--- src/mpsc_pkg.sv ---
// Constants, types and carriers for the motor PWM state control block.
// Assumes one clock at oscillator rate; command and fault inputs come from analog comparators.
//
// Behaviour
// - Sleep holds gate drive output low
// - Any valid speed command wakes to run
// - Overvoltage or current fault in run enters fault state; command loss wins
// - Command stays active if pulsed every 2048
// - Manual input above 5.5 V selects manual
// - Manual mode ignores command pin as PWM
// - Reference switched on only in run
// - Command mode detected automatically, no setting
// - Gate drive reaches full 100 percent duty
// - Overvoltage clear resumes run; current fault needs sleep
// - Auto mode: 2048 counts without edge sleeps
// - Auto mode: falling command edge wakes run
// - Manual mode: opened manual input sleeps
package mpsc_pkg;

	// =========================================
	// Timing and widths
	localparam int CMD_TIMEOUT_COUNTS = 2048;
	localparam int CNT_W = 12;
	localparam logic [CNT_W-1:0] CMD_TIMEOUT_LAST = 12'(CMD_TIMEOUT_COUNTS - 1);
	localparam logic [CNT_W-1:0] CNT_ZERO = 12'h000;
	localparam logic [CNT_W-1:0] CNT_ONE = 12'h001;
	localparam int DUTY_W = 9;
	localparam int PWM_W = 8;
	localparam logic [DUTY_W-1:0] DUTY_FULL = 9'h100;
	localparam logic [PWM_W-1:0] PWM_ONE = 8'h01;
	localparam logic [PWM_W-1:0] PWM_ZERO = 8'h00;

	// =========================================
	// Synchroniser lane positions
	localparam int SYNC_W = 4;
	localparam int SY_CMD = 0;
	localparam int SY_MAN = 1;
	localparam int SY_OV = 2;
	localparam int SY_CF = 3;
	localparam logic [SYNC_W-1:0] SYNC_RESET = 4'h1;

	// =========================================
	// Operating states
	typedef enum logic [1:0] {
		MPSC_SLEEP = 2'b00,
		MPSC_RUN = 2'b01,
		MPSC_FAULT = 2'b10
	} mpsc_state_t;

	// =========================================
	// Status carrier
	typedef struct packed {
		mpsc_state_t state;
		logic manual_mode;
		logic cmd_timeout;
		logic cf_latched;
	} mpsc_status_t;

	localparam mpsc_status_t STATUS_RESET = '{MPSC_SLEEP, 1'b0, 1'b0, 1'b0};

	// =========================================
	// Register sets
	typedef struct packed {
		logic [SYNC_W-1:0] s1;
		logic [SYNC_W-1:0] s2;
		mpsc_status_t status;
		logic [PWM_W-1:0] pwm_cnt;
		logic gate;
		logic ref_en;
	} mpsc_top_regs_t;

	localparam mpsc_top_regs_t TOP_RESET = '{SYNC_RESET, SYNC_RESET, STATUS_RESET, PWM_ZERO, 1'b0, 1'b0};

	typedef struct packed {
		logic prev;
		logic [CNT_W-1:0] cnt;
		logic fall;
		logic timeout;
	} mpsc_watch_regs_t;

	localparam mpsc_watch_regs_t WATCH_RESET = '{1'b1, CNT_ZERO, 1'b0, 1'b0};

endpackage

--- src/mpsc_cmd_watch.sv ---
// Command edge detector and missing-command timeout.
// Assumes a synchronised command level on the same clock.
`timescale 1ns/1ps

module mpsc_cmd_watch import mpsc_pkg::*; (
	// Clock, reset, enable
	input wire logic i_clk,
	input wire logic i_srst,
	input wire logic i_ce,
	// Command level and mode
	input wire logic i_cmd,
	input wire logic i_enable,
	// Events
	output logic o_fall,
	output logic o_timeout
);

	mpsc_watch_regs_t r;
	mpsc_watch_regs_t next_r;
	logic edge_seen;

	// =========================================
	// Next state
	always_comb begin
		next_r = r;
		next_r.prev = i_cmd;
		edge_seen = i_cmd != r.prev;
		next_r.fall = 1'b0;
		if (!i_enable) begin
			next_r.cnt = CNT_ZERO;
			next_r.timeout = 1'b0;
		end else if (edge_seen) begin
			next_r.cnt = CNT_ZERO;
			next_r.timeout = 1'b0;
			next_r.fall = r.prev & ~i_cmd;
		end else if (r.cnt == CMD_TIMEOUT_LAST) begin
			next_r.timeout = 1'b1;
		end else begin
			next_r.cnt = r.cnt + CNT_ONE;
		end
	end

	always_ff @(posedge i_clk) begin
		if (i_srst) begin
			r <= WATCH_RESET;
		end else if (i_ce) begin
			r <= next_r;
		end
	end

	assign o_fall = r.fall;
	assign o_timeout = r.timeout;
endmodule // mpsc_cmd_watch

--- src/mpsc_state_ctrl.sv ---
// Sleep, run and fault control with mode detection and gate drive PWM.
// Assumes comparator outputs from the analog front end and a duty word in the clock domain.
`timescale 1ns/1ps

module mpsc_state_ctrl import mpsc_pkg::*; (
	// Clock, reset, enable
	input wire logic i_clk,
	input wire logic i_srst,
	input wire logic i_ce,
	// Command pins (comparator levels)
	input wire logic i_pwm_cmd_in,
	input wire logic i_manual_cmd_hi,
	// Protection comparators
	input wire logic i_overvoltage,
	input wire logic i_current_fault,
	// Duty request, same clock
	input wire logic [DUTY_W-1:0] i_duty_cycle,
	// Outputs
	output logic o_gate_drive_out,
	output logic o_switched_ref_en,
	output mpsc_status_t o_status
);

	mpsc_top_regs_t r;
	mpsc_top_regs_t next_r;
	logic cmd_s;
	logic man_s;
	logic ov_s;
	logic cf_s;
	logic w_fall;
	logic w_timeout;
	logic cmd_lost;
	logic wake;
	mpsc_state_t st;

	function automatic logic pwm_high(input logic [DUTY_W-1:0] duty, input logic [PWM_W-1:0] cnt);
		pwm_high = (duty >= DUTY_FULL) || ({1'b0, cnt} < duty);
	endfunction

	assign cmd_s = r.s2[SY_CMD];
	assign man_s = r.s2[SY_MAN];
	assign ov_s = r.s2[SY_OV];
	assign cf_s = r.s2[SY_CF];
	assign st = r.status.state;

	// =========================================
	// Command watch
	mpsc_cmd_watch u_watch (
		.i_clk(i_clk),
		.i_srst(i_srst),
		.i_ce(i_ce),
		.i_cmd(cmd_s),
		.i_enable(!r.status.manual_mode),
		.o_fall(w_fall),
		.o_timeout(w_timeout)
	);

	// =========================================
	// Next state
	always_comb begin
		next_r = r;
		next_r.s1 = {i_current_fault, i_overvoltage, i_manual_cmd_hi, i_pwm_cmd_in};
		next_r.s2 = r.s1;
		next_r.status.manual_mode = man_s;
		next_r.status.cmd_timeout = w_timeout;
		// Command loss: manual opened, or auto command gone quiet
		cmd_lost = r.status.manual_mode ? !man_s : w_timeout;
		// Wake: manual level, or auto falling edge
		wake = man_s || (!r.status.manual_mode && w_fall);
		case (st)
			MPSC_SLEEP: begin
				next_r.status.cf_latched = 1'b0;
				if (wake) begin
					next_r.status.state = MPSC_RUN;
				end
			end
			MPSC_RUN: begin
				if (cmd_lost) begin
					next_r.status.state = MPSC_SLEEP;
				end else if (ov_s || cf_s) begin
					next_r.status.state = MPSC_FAULT;
					next_r.status.cf_latched = cf_s;
				end
			end
			MPSC_FAULT: begin
				if (cf_s) begin
					next_r.status.cf_latched = 1'b1;
				end
				if (cmd_lost) begin
					next_r.status.state = MPSC_SLEEP;
				end else if (!ov_s && !cf_s && !r.status.cf_latched) begin
					next_r.status.state = MPSC_RUN;
				end
			end
			default: begin
				next_r.status.state = MPSC_SLEEP;
			end
		endcase
		next_r.pwm_cnt = r.pwm_cnt + PWM_ONE;
		next_r.ref_en = next_r.status.state == MPSC_RUN;
		next_r.gate = (next_r.status.state == MPSC_RUN) && pwm_high(i_duty_cycle, next_r.pwm_cnt);
	end

	always_ff @(posedge i_clk) begin
		if (i_srst) begin
			r <= TOP_RESET;
		end else if (i_ce) begin
			r <= next_r;
		end
	end

	assign o_gate_drive_out = r.gate;
	assign o_switched_ref_en = r.ref_en;
	assign o_status = r.status;
endmodule // mpsc_state_ctrl

--- config.mk ---
export PLATFORM = sky130hd
export DESIGN_NAME = mpsc_state_ctrl
export DESIGN_NICKNAME = d
export VERILOG_FILES = /design/src/mpsc_pkg.sv /design/src/mpsc_cmd_watch.sv /design/src/mpsc_state_ctrl.sv
export SDC_FILE = /design/constraint.sdc
export NUM_CORES = 1
export LEC_CHECK = 0
export BUFFER_PORTS_ARGS = -buffer_cell sky130_fd_sc_hd__buf_2
export CORE_ASPECT_RATIO = 0.5
export CORE_MARGIN = 2
export CORE_UTILIZATION = 58
export CTS_CLUSTER_SIZE = 40
export DETAILED_ROUTE_END_ITERATION = 12
export PLACE_DENSITY_LB_ADDON = 0.2
export REMOVE_ABC_BUFFERS = 1
export SLEW_MARGIN = 20
export SYNTH_ARGS = -nofsm -noshare
export SYNTH_HDL_FRONTEND = slang
export SYNTH_SLANG_ARGS = --single-unit
--- constraint.sdc ---
create_clock -name i_clk -period 2.25 [get_ports i_clk]
set_input_delay 0.3375 -clock i_clk [delete_from_list [all_inputs] [get_ports i_clk]]
set_output_delay 0.3375 -clock i_clk [all_outputs]
set_load 0.005 [all_outputs]
==> results.md <==
* Vias in the first global route at 1,605
* Hold Crit Class: input port to flip-flop
* Row cnt at 15
* Fin. max-slew vios at 0
* Pwr per Cell Area at 544 nW/µm²
* Net count, final at 305
* H-Tree Depth at 2
* Peak Freq at 0.474 GHz
* CTS root buffer: clkbuf_8
* Via count at 1,846
* Critical-path cell list: and3_1 -> and3_2 -> xor2_1 -> ha_1 -> a21o_1 -> a211oi_1 -> a211oi_2 -> o31ai_2
* Leak Pwr at 1.02 nW
* Nature of the critical path endpoint: flip-flop
* Final WL at 4190 µm
* Fin. Hold Viols at 0
* DIE HEIGHT at 47.3 µm
* Ys Warns at 0
* Count of antenna diodes in the layout at 0
* DRC at 0
* Layout area overhead at 10.0%
* Placed Area at 2300 µm²
* Post-synthesis mux area share at 0.0622
* Final ANT Viol Nets at 0
* Final TNS setup at 0 ns
* CTS max path bufs at 2
* Die X at 90.5 µm
* Max-Cap Viols at 0
* Routability cong. at 0.815
* # setup viols final at 0
* Slew @ Worst Pin at 0.398 ns
* Yosys cell types at 48
* Clock skew at 0.00610 ns
* DP Wirelength at 3010 µm
* PnR worst setup slack at 0.139 ns
* Post-Synth XOR/XNOR Area at 0.0524
* Ratio of cells with drive above 1 in the final layout at 0.164
* Post-synth EDFFs at 0
* Clk Latency, worst-skew pair at 0.29 ns
* Synth Area in Compound Gates at 0.174
* Grt ovf at 0
* Wire length of the first global-routing pass at 6870 µm
* Filler Cell Count at 292
* CP max FO at 4
* Synth Instances at 257
* DIE AREA at 4280 µm²
* CP required at 2.46 ns
* CTS buffer count at 5
* Core area at 3510 µm²
* Total GRT Usage at 0.206
* Final core occ at 0.681
* Setup CP Type: flip-flop to flip-flop
* Mapped Area at 2170 µm²
* Largest cells by area after synthesis: dfxtp_1, ha_1, mux2i_1
* Synthesized area per cell at 8.45 µm²
* # IOs at 23
* Outcome: completed
* Crit path launch type: flip-flop
* PortBufs at 22
* Most frequent cells after synthesis: dfxtp_1, nor2_1, nand2_1
* Wire per inst at 12.9 µm
* Post-DR vias/cell at 5.66
* CP max stage delay at 0.34 ns
* Largest family of logic cells by synthesized area: simple AND/OR/NAND/NOR gates
* Post-synthesis async set-or-reset flop share at 0
* Starting Density at 0.619
* DR pass1 iterations at 4
* Max IR drop VDD at 0.274 mV
* WP data arrival at 2.32 ns
* Iter 0 DRT Violations at 59
* Post-synthesis sequential area ratio at 0.350
* Seq cells post-synth at 38
* CTS Sinks at 38
* Top FF cell, synth: dfxtp_1
* Worst slack, placed at 0.0651 ns
* Fin crit period at 2.11 ns
* Leading area contributor after synthesis: dfxtp_1
* Adder-Cell Fraction of Synth Area at 0.0807
* Post-route design area at 2390 µm²
* Top-count cell post-synth: dfxtp_1
* Register Area at 763 µm²
* Fin crit share at 0.938
* Antenna violations before repair at 0
* Largest net degree at the start of global routing at 20
* TritonCTS clock tree: done
* Crit-path slowest cell: dfxtp_2
* Synth top area share at 0.350
* Post-CTS setup buffer count at 0
* Simple-Gate Fraction of Synth Area at 0.218
* Slew HR at 0.735
* Reg clk slew, reported paths at 0.07 ns
* Multi-input gate area at 1280 µm²
-- stage by stage --
step | cells | power (mW) | hold slack (ns)
after CTS | 326 | 1.31 | 0.255
after global routing | 326 | 1.36 | 0.277
after global placement | 319 | 0.872 | 0.443
after floorplan | 241 | 0.810 | 0.407
final | 326 | 1.30 | 0.260
after detailed placement | 319 | 0.878 | 0.448
-- worst max-delay path, delay by kind of cell, from the launching register on --
family,cells,cell delay [ns]
fa+ha+maj,1,0.31
xor+xnor,1,0.15
simple gates,2,0.46
flops,1,0.34
compound gates,4,0.76
-- what timing repair did --
action                     in CTS  in global routing
gates resized for setup         0                  4
hold buffers                    0                  0
setup endpoints to repair       0                  1
-- layout make-up --
| class | instances | share of cell area |
|---|---|---|
| multi-input combinational | 189 | 0.537 |
| sequential | 38 | 0.320 |
| timing repair buffer | 27 | 0.0618 |
| clock buffer | 5 | 0.0288 |
| tap | 51 | 0.0267 |
| inverter | 14 | 0.0220 |
| clock inverter | 2 | 0.00419 |
-- cells by family after synthesis --
family	after synthesis
AO/OA/AOI/OAI	58
XOR/XNOR	13
adder cells (fa/ha/maj)	14
buffers and inverters	30
flip-flops	38
multiplexers	13
AND/OR/NAND/NOR	91
-- power by group --
group / switching, mW / internal [mW]
registers: 0.0162 / 0.691
clock network: 0.229 / 0.208
logic: 0.0859 / 0.0704
total: 0.331 / 0.970
-- flip-flops by register name (all words and copies together) (netlist names), 2 cells and up --
signal and flops:
next_r 4, r 8, o_status 3, u_watch.r 13, st 2
-- worst paths after layout --
check | to | slack [ns] | cells past startpoint | startpoint
max reg2reg | o_gate_drive_out | 0.14 | 8 | r[2]
max | o_gate_drive_out | 0.14 | 8 | r[2]
min reg2reg | o_switched_ref_en | 0.46 | 2 | o_switched_ref_en
min | next_r[15] | 0.26 | 3 | i_pwm_cmd_in
-- placed cells by master (no fill, tap or decap), types with 5 or more instances in the layout --
| cell type | instances |
|---|---|
| inv_1 | 14 |
| dfxtp_1 | 36 |
| o21ai_0 | 9 |
| nand3_1 | 8 |
| ha_1 | 14 |
| nor2_1 | 25 |
| clkbuf_8 | 5 |
| mux2i_1 | 12 |
| buf_4 | 5 |
| a211oi_1 | 7 |
| xor2_1 | 10 |
| a21oi_1 | 20 |
| a31oi_1 | 5 |
| nand2_1 | 22 |
| buf_2 | 22 |
| nand4_1 | 5 |
-- routing by layer --
layer,vias to the layer above,track usage,share of wire
li1,942,-,-
met1,857,0.237,0.49
met2,42,0.379,0.45
met3,5,0.0578,0.048
met4,0,0.0923,0.012
met5,-,0,0
Power figures use the tool's default switching activity.
